File: config.mk
export PLATFORM = sky130hd
export DESIGN_NAME = pmrc_top
export DESIGN_NICKNAME = d
export VERILOG_FILES = /design/src/rtl/pmrc_pkg.sv /design/src/rtl/pmrc_top.sv /design/src/rtl/pmrc_hold_cnt.sv
export VERILOG_INCLUDE_DIRS = /design/src /design/src/rtl
export SDC_FILE = /design/constraint.sdc
export NUM_CORES = 1
export LEC_CHECK = 0
export ABC_AREA = 1
export ABC_CLOCK_PERIOD_IN_PS = 3000
export BUFFER_PORTS_ARGS = -buffer_cell sky130_fd_sc_hd__buf_2
export CAP_MARGIN = 20
export CORE_MARGIN = 3
export CORE_UTILIZATION = 45
export DETAILED_ROUTE_END_ITERATION = 10
export PLACE_DENSITY = 0.81
export SETUP_SLACK_MARGIN = 0.5
export SLEW_MARGIN = 15
export SYNTH_ARGS = -nofsm -noshare
export SYNTH_HDL_FRONTEND = slang
export SYNTH_SLANG_ARGS = --single-unit
File: constraint.sdc
create_clock -name core_clk -period 3 [get_ports core_clk]
set_input_delay 0.6 -clock core_clk [delete_from_list [all_inputs] [get_ports core_clk]]
set_output_delay 0.6 -clock core_clk [all_outputs]
set_load 0.02 [all_outputs]
File: src/rtl/pmrc_defs.svh
// constants for the power mode and reset sequencer.
// assumes inclusion by bare name from the package and the bench.
//
// Summary of operation
// idle bit halts core; any interrupt wakes
// firmware selects first oscillator before suspend
// suspend stops clocks, oscillators; normal bias
// six peripheral events wake suspend and snooze
// snooze is suspend with low bias regulator
// stop: clear shutdown select; any reset exits
// shutdown: select set; pin or power-on exits
// reset halts core, clears registers, ports, interrupts; a non-por reset keeps the irq mask and status
// reset leaves on-chip memory contents untouched
// reset: port latches one, open drain, pull-ups
// retention keeps port, converter, reference state
// supply or power-on reset drives pin low
// exit reset: pc cleared, internal osc, watchdog
// eight reset sources enter the reset state
// unused peripheral clocks are gated off
// low power request bits clear on wake
`ifndef PMRC_DEFS_SVH
`define PMRC_DEFS_SVH

// ****************************************
// register byte offsets
// ****************************************
`define PMRC_OFF_PWR0 12'h000
`define PMRC_OFF_PWR1 12'h004
`define PMRC_OFF_REGC 12'h008
`define PMRC_OFF_CLK 12'h00c
`define PMRC_OFF_RETN 12'h010
`define PMRC_OFF_STAT 12'h014
`define PMRC_OFF_MASK 12'h018
`define PMRC_OFF_SWRST 12'h01c
`define PMRC_OFF_RSRC 12'h020
`define PMRC_OFF_PGATE 12'h024

// ****************************************
// field positions
// ****************************************
`define PMRC_PWR0_IDLE 0
`define PMRC_PWR0_STOP 1
`define PMRC_PWR1_SUSP 0
`define PMRC_PWR1_SNZ 1
`define PMRC_REGC_SDSEL 0
`define PMRC_CLK_HFO1 0
`define PMRC_ST_WAKE 0
`define PMRC_ST_RESET 1

// ****************************************
// reset values and timing
// ****************************************
`define PMRC_CLK_RST 2'h0
`define PMRC_PGATE_RST 8'h00
`define PMRC_RST_HOLD_NS 1000
`define PMRC_CLK_NS 50

`endif

File: src/rtl/pmrc_pkg.sv
// types for the power mode and reset sequencer.
// assumes nothing beyond the constants header.
package pmrc_pkg;
  `include "pmrc_defs.svh"

  typedef enum logic [2:0] {
    PMRC_RUN = 3'h0,
    PMRC_IDLE = 3'h1,
    PMRC_LOWP = 3'h3,
    PMRC_OFF = 3'h2,
    PMRC_RESET = 3'h6
  } pmrc_state_e;

  typedef enum logic [2:0] {
    PMRC_SRC_POR = 3'h0,
    PMRC_SRC_PIN = 3'h1,
    PMRC_SRC_CMP = 3'h2,
    PMRC_SRC_SW = 3'h3,
    PMRC_SRC_SUPPLY = 3'h4,
    PMRC_SRC_WDT = 3'h5,
    PMRC_SRC_MCD = 3'h6,
    PMRC_SRC_FLASH = 3'h7
  } pmrc_src_e;
endpackage

File: src/rtl/pmrc_top.sv
// power mode and reset sequencer with an apb register slave.
// assumes apb master on core_clk, wake and reset events synchronous.
`timescale 1ns/1ps
module pmrc_top
  import pmrc_pkg::*;
#(
  parameter int HOLD_CYCLES =
    (`PMRC_RST_HOLD_NS + `PMRC_CLK_NS - 1) / `PMRC_CLK_NS,
  parameter int NUM_PERIPH = 8
) (
  input wire logic core_clk,
  input wire logic rst,
  input wire logic clk_en,
  input wire logic psel,
  input wire logic penable,
  input wire logic pwrite,
  input wire logic [11:0] paddr,
  input wire logic [31:0] pwdata,
  output logic [31:0] prdata,
  output logic pready,
  output logic pslverr,
  output logic irq,
  input wire logic any_irq,
  input wire logic wake_tmr4,
  input wire logic wake_spi,
  input wire logic wake_i2c,
  input wire logic wake_port_match,
  input wire logic cmp0_out,
  input wire logic wake_clu,
  input wire logic rst_pin_req,
  input wire logic rst_cmp_req,
  input wire logic rst_supply_req,
  input wire logic rst_wdt_req,
  input wire logic rst_mcd_req,
  input wire logic rst_flash_req,
  input wire logic [NUM_PERIPH-1:0] periph_busy,
  output logic core_halt,
  output logic core_rst,
  output logic core_clk_gate_n,
  output logic [NUM_PERIPH-1:0] periph_clk_en,
  output logic hfo_first_en,
  output logic hfo_second_en,
  output logic lfo_timer_en,
  output logic reg_low_bias,
  output logic power_nets_off,
  output logic pin_hold,
  output logic port_force_default,
  output logic port_latch_one,
  output logic port_open_drain,
  output logic port_pullup_en,
  output logic retain_analog,
  output logic reset_pin_n_o,
  output logic reset_pin_n_oe,
  output logic wdt_enable,
  output logic [15:0] pc_reset_value,
  output logic ram_clear,
  output logic core_clock_source
);
  // ****************************************
  // state and registers
  // ****************************************
  pmrc_state_e state_ff, nxt_state;
  logic idle_ff, stop_ff, susp_ff, snz_ff, sdsel_ff, clksel_ff;
  logic retn_ff, reset_is_por_ff, reset_drive_ff;
  logic [1:0] stat_ff, mask_ff;
  logic [NUM_PERIPH-1:0] pgate_ff;
  logic [2:0] rsrc_ff;
  logic cmp0_d_ff;
  logic sw_rst;
  logic hold_done;
  logic wr, rd;
  logic cmp0_fall, periph_wake, any_rst, drive_src;
  pmrc_src_e src;

  assign wr = psel && penable && pwrite;
  assign rd = psel && penable && !pwrite;
  assign pready = 1'b1;
  assign sw_rst = wr && (paddr == `PMRC_OFF_SWRST) && pwdata[0];

  // ****************************************
  // event detection
  // ****************************************
  always_ff @(posedge core_clk or posedge rst) begin
    if (rst) begin
      cmp0_d_ff <= 1'b0;
    end else if (clk_en) begin
      cmp0_d_ff <= cmp0_out;
    end
  end

  assign cmp0_fall = cmp0_d_ff && !cmp0_out;
  assign periph_wake = wake_tmr4 || wake_spi || wake_i2c ||
    wake_port_match || cmp0_fall || wake_clu;
  assign any_rst = rst_pin_req || rst_cmp_req || rst_supply_req ||
    sw_rst || rst_wdt_req || rst_mcd_req || rst_flash_req;
  assign drive_src = rst_supply_req;

  // lowest number wins; power-on is the async rst itself
  always_comb begin
    src = PMRC_SRC_FLASH;
    if (rst_pin_req) src = PMRC_SRC_PIN;
    else if (rst_cmp_req) src = PMRC_SRC_CMP;
    else if (sw_rst) src = PMRC_SRC_SW;
    else if (rst_supply_req) src = PMRC_SRC_SUPPLY;
    else if (rst_wdt_req) src = PMRC_SRC_WDT;
    else if (rst_mcd_req) src = PMRC_SRC_MCD;
  end

  // ****************************************
  // mode sequencer
  // ****************************************
  always_comb begin
    nxt_state = state_ff;
    case (state_ff)
      PMRC_RUN: begin
        if (idle_ff) nxt_state = PMRC_IDLE;
        else if (susp_ff || snz_ff) nxt_state = PMRC_LOWP;
        else if (stop_ff) nxt_state = PMRC_OFF;
      end
      PMRC_IDLE: begin
        if (any_irq) nxt_state = PMRC_RUN;
      end
      PMRC_LOWP: begin
        if (periph_wake) nxt_state = PMRC_RUN;
      end
      PMRC_OFF: nxt_state = PMRC_OFF;
      PMRC_RESET: begin
        if (hold_done) nxt_state = PMRC_RUN;
      end
      default: nxt_state = PMRC_RESET;
    endcase
    // any source resets; shutdown leaves only on the pin
    if (state_ff == PMRC_OFF && sdsel_ff) begin
      if (rst_pin_req) nxt_state = PMRC_RESET;
    end else if (any_rst) begin
      nxt_state = PMRC_RESET;
    end
  end

  always_ff @(posedge core_clk or posedge rst) begin
    if (rst) begin
      state_ff <= PMRC_RESET;
    end else if (clk_en) begin
      state_ff <= nxt_state;
    end
  end

  pmrc_hold_cnt #(.CYCLES(HOLD_CYCLES)) u_hold (
    .core_clk(core_clk),
    .rst(rst),
    .clk_en(clk_en),
    .run(state_ff == PMRC_RESET),
    .done(hold_done)
  );

  // ****************************************
  // reset cause bookkeeping
  // ****************************************
  always_ff @(posedge core_clk or posedge rst) begin
    if (rst) begin
      rsrc_ff <= PMRC_SRC_POR;
      reset_is_por_ff <= 1'b1;
      reset_drive_ff <= 1'b1;
    end else if (clk_en) begin
      if (nxt_state == PMRC_RESET && state_ff != PMRC_RESET) begin
        rsrc_ff <= src;
        reset_is_por_ff <= 1'b0;
        reset_drive_ff <= drive_src;
      end else if (state_ff == PMRC_RESET && hold_done) begin
        reset_drive_ff <= 1'b0;
      end
    end
  end

  // ****************************************
  // control registers
  // ****************************************
  // a system reset clears all mode bits; retention is por-only
  always_ff @(posedge core_clk or posedge rst) begin
    if (rst) begin
      idle_ff <= 1'b0;
      stop_ff <= 1'b0;
      susp_ff <= 1'b0;
      snz_ff <= 1'b0;
      sdsel_ff <= 1'b0;
      clksel_ff <= 1'b0;
      pgate_ff <= '0;
    end else if (clk_en) begin
      if (state_ff == PMRC_RESET) begin
        idle_ff <= 1'b0;
        stop_ff <= 1'b0;
        susp_ff <= 1'b0;
        snz_ff <= 1'b0;
        sdsel_ff <= 1'b0;
        clksel_ff <= 1'b0;
        pgate_ff <= '0;
      end else begin
        if (wr && paddr == `PMRC_OFF_PWR0) begin
          idle_ff <= pwdata[`PMRC_PWR0_IDLE];
          stop_ff <= pwdata[`PMRC_PWR0_STOP];
        end
        // suspend entry needs the first oscillator selected
        if (wr && paddr == `PMRC_OFF_PWR1 && !clksel_ff) begin
          susp_ff <= pwdata[`PMRC_PWR1_SUSP];
          snz_ff <= pwdata[`PMRC_PWR1_SNZ];
        end
        if (wr && paddr == `PMRC_OFF_REGC) begin
          sdsel_ff <= pwdata[`PMRC_REGC_SDSEL];
        end
        if (wr && paddr == `PMRC_OFF_CLK) begin
          clksel_ff <= pwdata[`PMRC_CLK_HFO1];
        end
        if (wr && paddr == `PMRC_OFF_PGATE) begin
          pgate_ff <= pwdata[NUM_PERIPH-1:0];
        end
        if (state_ff == PMRC_IDLE && any_irq) begin
          idle_ff <= 1'b0;
        end
        if (state_ff == PMRC_LOWP && periph_wake) begin
          susp_ff <= 1'b0;
          snz_ff <= 1'b0;
        end
      end
    end
  end

  always_ff @(posedge core_clk or posedge rst) begin
    if (rst) begin
      retn_ff <= 1'b0;
    end else if (clk_en) begin
      if (wr && paddr == `PMRC_OFF_RETN) begin
        retn_ff <= pwdata[0];
      end
    end
  end

  // ****************************************
  // interrupt status, read-to-clear
  // ****************************************
  logic stat_rd;
  logic [1:0] stat_set;
  assign stat_rd = rd && paddr == `PMRC_OFF_STAT;
  // bit0 counts every wake, from idle as well as from suspend or snooze
  assign stat_set = {state_ff == PMRC_RESET && hold_done,
                     (state_ff == PMRC_LOWP && periph_wake) ||
                     (state_ff == PMRC_IDLE && any_irq)};

  always_ff @(posedge core_clk or posedge rst) begin
    if (rst) begin
      stat_ff <= 2'h0;
      mask_ff <= 2'h0;
    end else if (clk_en) begin
      // a new event wins over the clearing read
      stat_ff <= (stat_rd ? 2'h0 : stat_ff) | stat_set;
      if (wr && paddr == `PMRC_OFF_MASK) mask_ff <= pwdata[1:0];
    end
  end

  assign irq = |(stat_ff & mask_ff);

  // ****************************************
  // apb read data
  // ****************************************
  always_ff @(posedge core_clk or posedge rst) begin
    if (rst) begin
      prdata <= 32'h0000_0000;
      pslverr <= 1'b0;
    end else if (clk_en) begin
      pslverr <= 1'b0;
      prdata <= 32'h0000_0000;
      if (psel && !penable) begin
        case (paddr)
          `PMRC_OFF_PWR0: prdata <= {30'h0, stop_ff, idle_ff};
          `PMRC_OFF_PWR1: prdata <= {30'h0, snz_ff, susp_ff};
          `PMRC_OFF_REGC: prdata <= {31'h0, sdsel_ff};
          `PMRC_OFF_CLK: prdata <= {31'h0, clksel_ff};
          `PMRC_OFF_RETN: prdata <= {31'h0, retn_ff};
          `PMRC_OFF_STAT: prdata <= {30'h0, stat_ff};
          `PMRC_OFF_MASK: prdata <= {30'h0, mask_ff};
          `PMRC_OFF_SWRST: prdata <= 32'h0000_0000;
          `PMRC_OFF_RSRC: prdata <= {29'h0, rsrc_ff};
          `PMRC_OFF_PGATE: prdata <= 32'(pgate_ff);
          default: pslverr <= 1'b1;
        endcase
      end
    end
  end

  // ****************************************
  // power and clock outputs
  // ****************************************
  logic lowp, off, in_rst;
  assign lowp = state_ff == PMRC_LOWP;
  assign off = state_ff == PMRC_OFF;
  assign in_rst = state_ff == PMRC_RESET;

  assign core_halt = state_ff != PMRC_RUN;
  assign core_rst = in_rst;
  assign core_clk_gate_n = !(lowp || off);
  assign hfo_first_en = !(lowp || off);
  assign hfo_second_en = !(lowp || off) && clksel_ff;
  assign lfo_timer_en = !off;
  assign reg_low_bias = lowp && snz_ff;
  assign power_nets_off = off;
  assign pin_hold = off;

  genvar gi;
  generate
    for (gi = 0; gi < NUM_PERIPH; gi++) begin : g_pclk
      // idle keeps peripherals clocked; unused ones stay gated
      assign periph_clk_en[gi] = !(lowp || off || in_rst) &&
        (pgate_ff[gi] || periph_busy[gi]);
    end
  endgenerate

  // retention only ever applies after a non-por reset
  assign port_force_default = in_rst && (reset_is_por_ff || !retn_ff);
  assign port_latch_one = port_force_default;
  assign port_open_drain = port_force_default;
  assign port_pullup_en = 1'b1;
  assign retain_analog = retn_ff && !reset_is_por_ff;
  assign reset_pin_n_o = 1'b0;
  assign reset_pin_n_oe = in_rst && reset_drive_ff;
  assign wdt_enable = 1'b1;
  assign pc_reset_value = 16'h0000;
  assign ram_clear = 1'b0;
  assign core_clock_source = clksel_ff;

  // ****************************************
  // checks
  // ****************************************
  AST_IDLE_WAKE: assert property (@(posedge core_clk) disable iff (rst)
    clk_en && state_ff == PMRC_IDLE && any_irq && !any_rst
    |=> state_ff == PMRC_RUN && !idle_ff)
    else $error("idle did not wake on interrupt");
  AST_SUSP_OSC: assert property (@(posedge core_clk) disable iff (rst)
    lowp |-> !hfo_first_en && !hfo_second_en && !core_clk_gate_n)
    else $error("oscillator running in low power");
  AST_LOWP_WAKE: assert property (@(posedge core_clk) disable iff (rst)
    clk_en && lowp && periph_wake && !any_rst |=> state_ff == PMRC_RUN)
    else $error("low power did not wake");
  AST_SNZ_BIAS: assert property (@(posedge core_clk) disable iff (rst)
    reg_low_bias |-> lowp && snz_ff)
    else $error("low bias outside snooze");
  AST_SHUT_STAY: assert property (@(posedge core_clk) disable iff (rst)
    clk_en && off && sdsel_ff && !rst_pin_req |=> off)
    else $error("shutdown left without pin reset");
  AST_STOP_EXIT: assert property (@(posedge core_clk) disable iff (rst)
    clk_en && off && !sdsel_ff && any_rst |=> in_rst)
    else $error("stop did not exit on reset");
  AST_PIN_DRIVE: assert property (@(posedge core_clk) disable iff (rst)
    clk_en && !in_rst && !(off && sdsel_ff) && rst_supply_req
    |=> reset_pin_n_oe)
    else $error("reset pin not driven for supply reset");
  AST_RST_ENTRY: assert property (@(posedge core_clk) disable iff (rst)
    clk_en && rst_wdt_req && !off |=> in_rst && core_halt)
    else $error("watchdog reset not taken");
  AST_PORT_DEF: assert property (@(posedge core_clk) disable iff (rst)
    in_rst && !retn_ff |-> port_latch_one && port_open_drain)
    else $error("ports not defaulted in reset");
endmodule

File: src/rtl/pmrc_hold_cnt.sv
// reset hold counter: counts while run is high, done when terminal.
// assumes a single synchronous clock domain.
`timescale 1ns/1ps
module pmrc_hold_cnt #(
  parameter int CYCLES = 20
) (
  input wire logic core_clk,
  input wire logic rst,
  input wire logic clk_en,
  input wire logic run,
  output logic done
);
  logic [15:0] cnt_ff;

  always_ff @(posedge core_clk or posedge rst) begin
    if (rst) begin
      cnt_ff <= 16'h0000;
    end else if (clk_en) begin
      if (!run) begin
        cnt_ff <= 16'h0000;
      end else if (cnt_ff != 16'(CYCLES)) begin
        cnt_ff <= cnt_ff + 16'h0001;
      end
    end
  end

  assign done = run && (cnt_ff == 16'(CYCLES));
endmodule

; Word-level counts from Yosys, hierarchy flattened
; Index checks and enable logic that the tools add are counted.
[totals]
memories = 0
mem_bits_rw = 0
romBits = 0
elab_cells = 172
register_bits = 77
latchBits = 0
input_bits = 71
out_inout_bits = 78
[classes]
eq_ne = 18
n_reduce_logical = 91
shift = 0
n_div = 0
order_cmp = 0
n_bitwise = 2
n_mux = 42
mul = 0
add_sub_neg = 1
[ops]
columns = cell, n
row1 = case mux 8 bit (9 select lines), 1
row2 = == test 12 x 5 -> 1 bit (second input constant), 4
row3 = two-way mux 3 bit, 12
row4 = logical AND 1 bit, 35
row5 = two-way mux 16 bit, 2
row6 = == test 12 x 4 -> 1 bit (second input constant), 2
row7 = == test 12 x 6 -> 1 bit (second input constant), 2
row8 = logical OR 1 bit, 24
row9 = two-way mux 8 bit, 3
row10 = AND reduction 2 bit, 11
row11 = two-way mux 1 bit, 20
row12 = adder 16 x 1 -> 16 bit (second input constant), 1
row13 = == test 16 x 5 -> 1 bit (second input constant), 1
row14 = inequality test 16 x 5 -> 1 bit (second input constant), 1
row15 = case mux 3 bit (5 select lines), 1
row16 = == test 12 x 3 -> 1 bit (second input constant), 1
row17 = zero test 12 bit, 1
row18 = nonzero test 2 bit, 5
row19 = OR reduction 10 bit, 1
row20 = zero test 1 bit, 9
row21 = nonzero test 3 bit, 3
row22 = == test 3 x 2 -> 1 bit (second input constant), 2
row23 = == test 3 bit (second input constant), 2
row24 = two-way mux 2 bit, 3
row25 = other kinds (7), 7

; Longest topological paths before layout
[logic_depth]
depth_word = 14
ltp_mapped = 12
depth_no_buf = 12

; By module
; A second synthesis with hierarchy kept.
[unflattened]
hier_cells = 536
hier_area_um2 = 3782.4
[by_module_without_submodules]
columns = mod, seq_area_each_um2, area_each_um2, cells_each, instances
row1 = pmrc_top, 930.9, 2718.9, 376, 1
row2 = pmrc_hold_cnt, 400.4, 1063.5, 160, 1

; Worst setup path after synthesis
; No wires, ideal clock.
[synth_timing]
path_type = register to output
start = reg state_ff[2]
end = out periph_clk_en[0]
path_stages_with_launch = 7
n_path_buf = 0
setup_slack_ns = 0.791
arrival_time_ns = 1.609
required_ns = 2.400
path_cell_list = dfstp_2 -> inv_2 -> nand3_1 -> nand2_1 -> inv_1 -> nand2_1 -> nor2_1
[synth_via]
elab_chain_len = 5
word_cells_on_any_way = 7
cone_classes = 3 x eq/ne / 4 x reduce/logical
[synth_lines]
columns = element, line_no
row1 = from (decl), pmrc_top.sv:62  ; pmrc_state_e state_ff, nxt_state;
row2 = from (signal assigned), pmrc_top.sv:144  ; state_ff <= nxt_state;
row3 = == test 3 x 2 -> 1 bit (on tied branches), "pmrc_top.sv:293, pmrc_top.sv:294"
row4 = logical OR 1 bit, pmrc_top.sv:311  ; assign periph_clk_en[gi] = !(lowp || off || in_rst) &&
row5 = logical OR 1 bit (*), pmrc_top.sv:311
row6 = zero test 1 bit (*), pmrc_top.sv:311
row7 = logical AND 1 bit (*), pmrc_top.sv:311
row8 = to (decl), pmrc_top.sv:40  ; output logic [NUM_PERIPH-1:0] periph_clk_en,
; Every way passes the cells marked *; elsewhere a longest branch is shown, timed or not.

; Worst setup path in the final report
[layout_timing]
start = reg state_ff[2]
end = out periph_clk_en[7]
; The elaborated chain is that of the path after synthesis.

==> results by group <==
Run status
  – Outcome: completed

Timing
  – Final Skew: 12.00 ps
  – Hold Violations, Final: 0
  – Worst setup margin: roughly 630 ps
  – Fin crit period: ~2400 ps
  – Pins over their slew limit: 0
  – Fin crit share: 78.89%
  – Setup Total Neg Slack: 0 ps
  – Final setup viols: 0
  – RSZ-0062 raised after global routing: no
  – Fmax achieved: between 0.4 and 0.5 GHz

Place
  – DP Wirelength: approximately 7600 µm
  – Pre-CTS WS: 782.7 ps
  – I/O Buffers: 79
  – RePlAce Congestion: ~0.90

Power
  – LEAKAGE: 2.246 nW
  – Worst VDD drop: 0.2187 mV
  – Clk pwr share: a little over a quarter
  – Comb power frac: between 20% and 30%
  – Net switching power: between 500 and 600 µW
  – Sw frac: between 30% and 40%
  – Tot Pwr: roughly 1.6 mW
  – Pwr per Cell Area: about 380 nW/µm²
  – Reg power frac: about 50%
  – Internal: between 1 and 1.5 mW

Clocking
  – Insertion delay to the later sink of the worst-skew pair: 320 ps
  – Hold buffers post-CTS: 0
  – CTS buffer count: 5
  – Post-CTS setup buffers: 0
  – Maximum root-to-sink buffer count: 2
  – # clock sinks: 53
  – Clock transition at path regs: 100 ps
  – Root Driver: clkbuf_8
  – # H-tree levels: 2
  – CTS tree: built

Worst setup path
  – Crit path from: state_ff[2]
  – Crit path DAT: about 1800 ps
  – Critical Setup Path Class: reg -> out
  – Maximum net fanout on the critical path: 8
  – RR Startpoint: u_hold.cnt_ff[0]
  – Reg2Reg Depth: 11
  – CP Launch Type: register
  – Reg2Reg Capture Point: u_hold.cnt_ff[10]
  – Worst Path Required: about 2400 ps
  – Endpoint type of the worst setup path: output pin
  – R2r setup slk: roughly 1100 ps
  – Crit path to: periph_clk_en[7]

Yosys
  – Count leader, synth: nand2_1
  – Largest cells by area after synthesis: dfrtp_1 32%, nand2_1 11%, buf_4 9.9%, inv_1 7.1%, nor2_1 5.4%
  – Ys flop type: dfrtp_1
  – Async S/R FF share, synth: between 90% and 100%
  – Register area share after synthesis: between 30% and 40%
  – Ys Warns: 0
  – Post-synth EDFFs: 0
  – Synthesis-stage register bit count: 53
  – Synth Area per Inst: between 7 and 8 µm²
  – Synth Cell Area: a little under 4000 µm²
  – Yosys top cell area share: 31.74%
  – Synth top cells by count: 116 x nand2_1, 73 x inv_1, 56 x nor2_1
  – Post-Synthesis Cells: ~540
  – Yosys top cell by area: dfrtp_1
  – Distinct cell type count after synthesis: 40

Floorplan
  – Cell row count: 33
  – Die width: a little under 100 µm
  – Die height: roughly 100 µm
  – Core region area: 8258 µm²
  – Die Area: 9734 µm²
  – I/O pin cnt: 149
  – Initial Utilization: a little under half

Final layout
  – Filler cells: 817
  – Final Net Count: 692
  – Register area: between 1000 and 1500 µm²
  – Layout cell share with drive strength beyond 1: a little under a quarter
  – Diodes inserted: 0
  – P&R area growth vs syn: 10.33%
  – Area of the multi-input gates: roughly 2000 µm²

Detailed routing
  – Drt initial violations: 172
  – Routed Antenna Nets: 0
  – DRT Pass-1 Iters: 6
  – Drt via density: roughly 5
  – DR vias: roughly 3.6k
  – DR WL/cell: 13.24 µm
  – Final WL: slightly below 10000 µm
  – Drt drc: 0

Global route
  – Vias in the first global route: ~3.3k
  – First-pass GRT wire length: between 15000 and 20000 µm
  – Largest net degree at the start of global routing: 24
  – Initial antenna violation count: 0
  – Gr ovfl total: 0
  – Total track usage: 19.05%

Min path
  – Type of the worst min-delay path: in -> async

Job
  – Maxcap violations: 0
[layout by cell type, fill, tap and decap left out, types with 3 or more instances in the layout]
master    netlist  final
a21oi_1         7      7
a31oi_2         3      3
buf_2           2     78
buf_4          51      5
clkbuf_8        0      5
conb_1          2     45
dfrtp_1        49     49
dfstp_2         4      4
inv_1          73     71
inv_2          10     12
nand2_1       116    114
nand2_2        10     11
nand2_4         3      4
nand3_1        41     41
nand4_1        17     17
nor2_1         56     56
nor2_2          3      3
nor2_4          9      9
nor3_1         13     13
o21ai_0        31     31
o21ai_1        12     12
o41ai_1         5      5
[worst max-delay path, cell delays in order (launching register included)]
cell and delay, ps:
dfstp_2 560, inv_2 80, nand2_2 90, nor2_4 40, inv_1 60, nand2_1 110
inv_2 120, nand2_4 90, nor2_1 110, buf_2 170
[layer usage]
layer | GRT usage (%) | wire [µm]
met5 | 0 | 0
met3 | 2.760 | 540
met4 | 5.357 | 159
met2 | 33.23 | 4791
met1 | 24.64 | 4111
[per-stage QoR]
step / cells / area, µm² / utilization (%) / hold slack, ps
floorplan: 587 / 4025 / - / 441.9
global route: 725 / 4263 / 51.62 / 287.5
CTS: 725 / 4253 / 51.50 / 272.4
global placement: 717 / 4155 / 50.32 / 466.3
detailed placement: 717 / 4155 / 50.32 / 463.4
finish: 725 / 4263 / 51.62 / 259.1
[worst min path at each step]
| stage | startpoint | to | slack, ps | depth (start not counted) |
|---|---|---|---|---|
| floorplan | rsrc_ff[1] | rsrc_ff[1] | 440 | 2 |
| global placement | rsrc_ff[1] | rsrc_ff[1] | 470 | 2 |
| detailed placement | prdata[0] | prdata[0] | 460 | 2 |
| CTS | rst | u_hold.cnt_ff[5] | 270 | 2 |
| global route | rst | u_hold.cnt_ff[13] | 290 | 2 |
| finish | rst | u_hold.cnt_ff[13] | 260 | 2 |
[final cells by class]
class / instances / share of cell area (%)
Clock inverter: 3 / 0.6164
Multi-Input combinational cell: 393 / 46.11
Clock buffer: 5 / 1.614
Inverter: 83 / 7.308
Timing Repair Buffer: 83 / 10.04
Tap cell: 105 / 3.082
Sequential cell: 53 / 31.23
[state kept, by name (all words and copies together) (netlist names)]
name               cells
cmp0_d_ff              1
u_hold.cnt_ff         16
prdata                 8
idle_ff                1
stop_ff                1
mask_ff                2
snz_ff                 1
retn_ff                1
stat_ff                2
pgate_ff               8
reset_is_por_ff        1
state_ff               3
susp_ff                1
core_clock_source      1
reset_drive_ff         1
pslverr                1
sdsel_ff               1
rsrc_ff                3
[power by group through the flow]
stage / logic, mW / clock network (mW) / registers (mW)
2_1_floorplan: 0.316 / 0 / 0.811
4_1_cts: 0.381 / 0.454 / 0.809
5_1_grt: 0.427 / 0.470 / 0.817
3_5_place_dp: 0.378 / 0 / 0.823
3_3_place_gp: 0.369 / 0 / 0.821
6_report: 0.384 / 0.437 / 0.811
[logic make-up after synthesis]
| logic type | Yosys count | share of synthesized area [%] |
|---|---|---|
| buffers and inverters | 141 | 19.11 |
| AND/OR/NAND/NOR | 280 | 35.40 |
| adder cells (fa/ha/maj) | 2 | 0.6476 |
| XOR/XNOR | 1 | 0.2267 |
| AO/OA/AOI/OAI | 65 | 9.974 |
| flip-flops | 53 | 34.46 |
| other | 2 | 0.1944 |
[timing repair]
| item | CTS | global route |
|---|---|---|
| resized for setup | 1 | 4 |
| setup endpoints to repair | 8 | 8 |
| endpoints found under the hold margin | 0 | 0 |
Note: power is estimated with default switching activity, not from simulation.
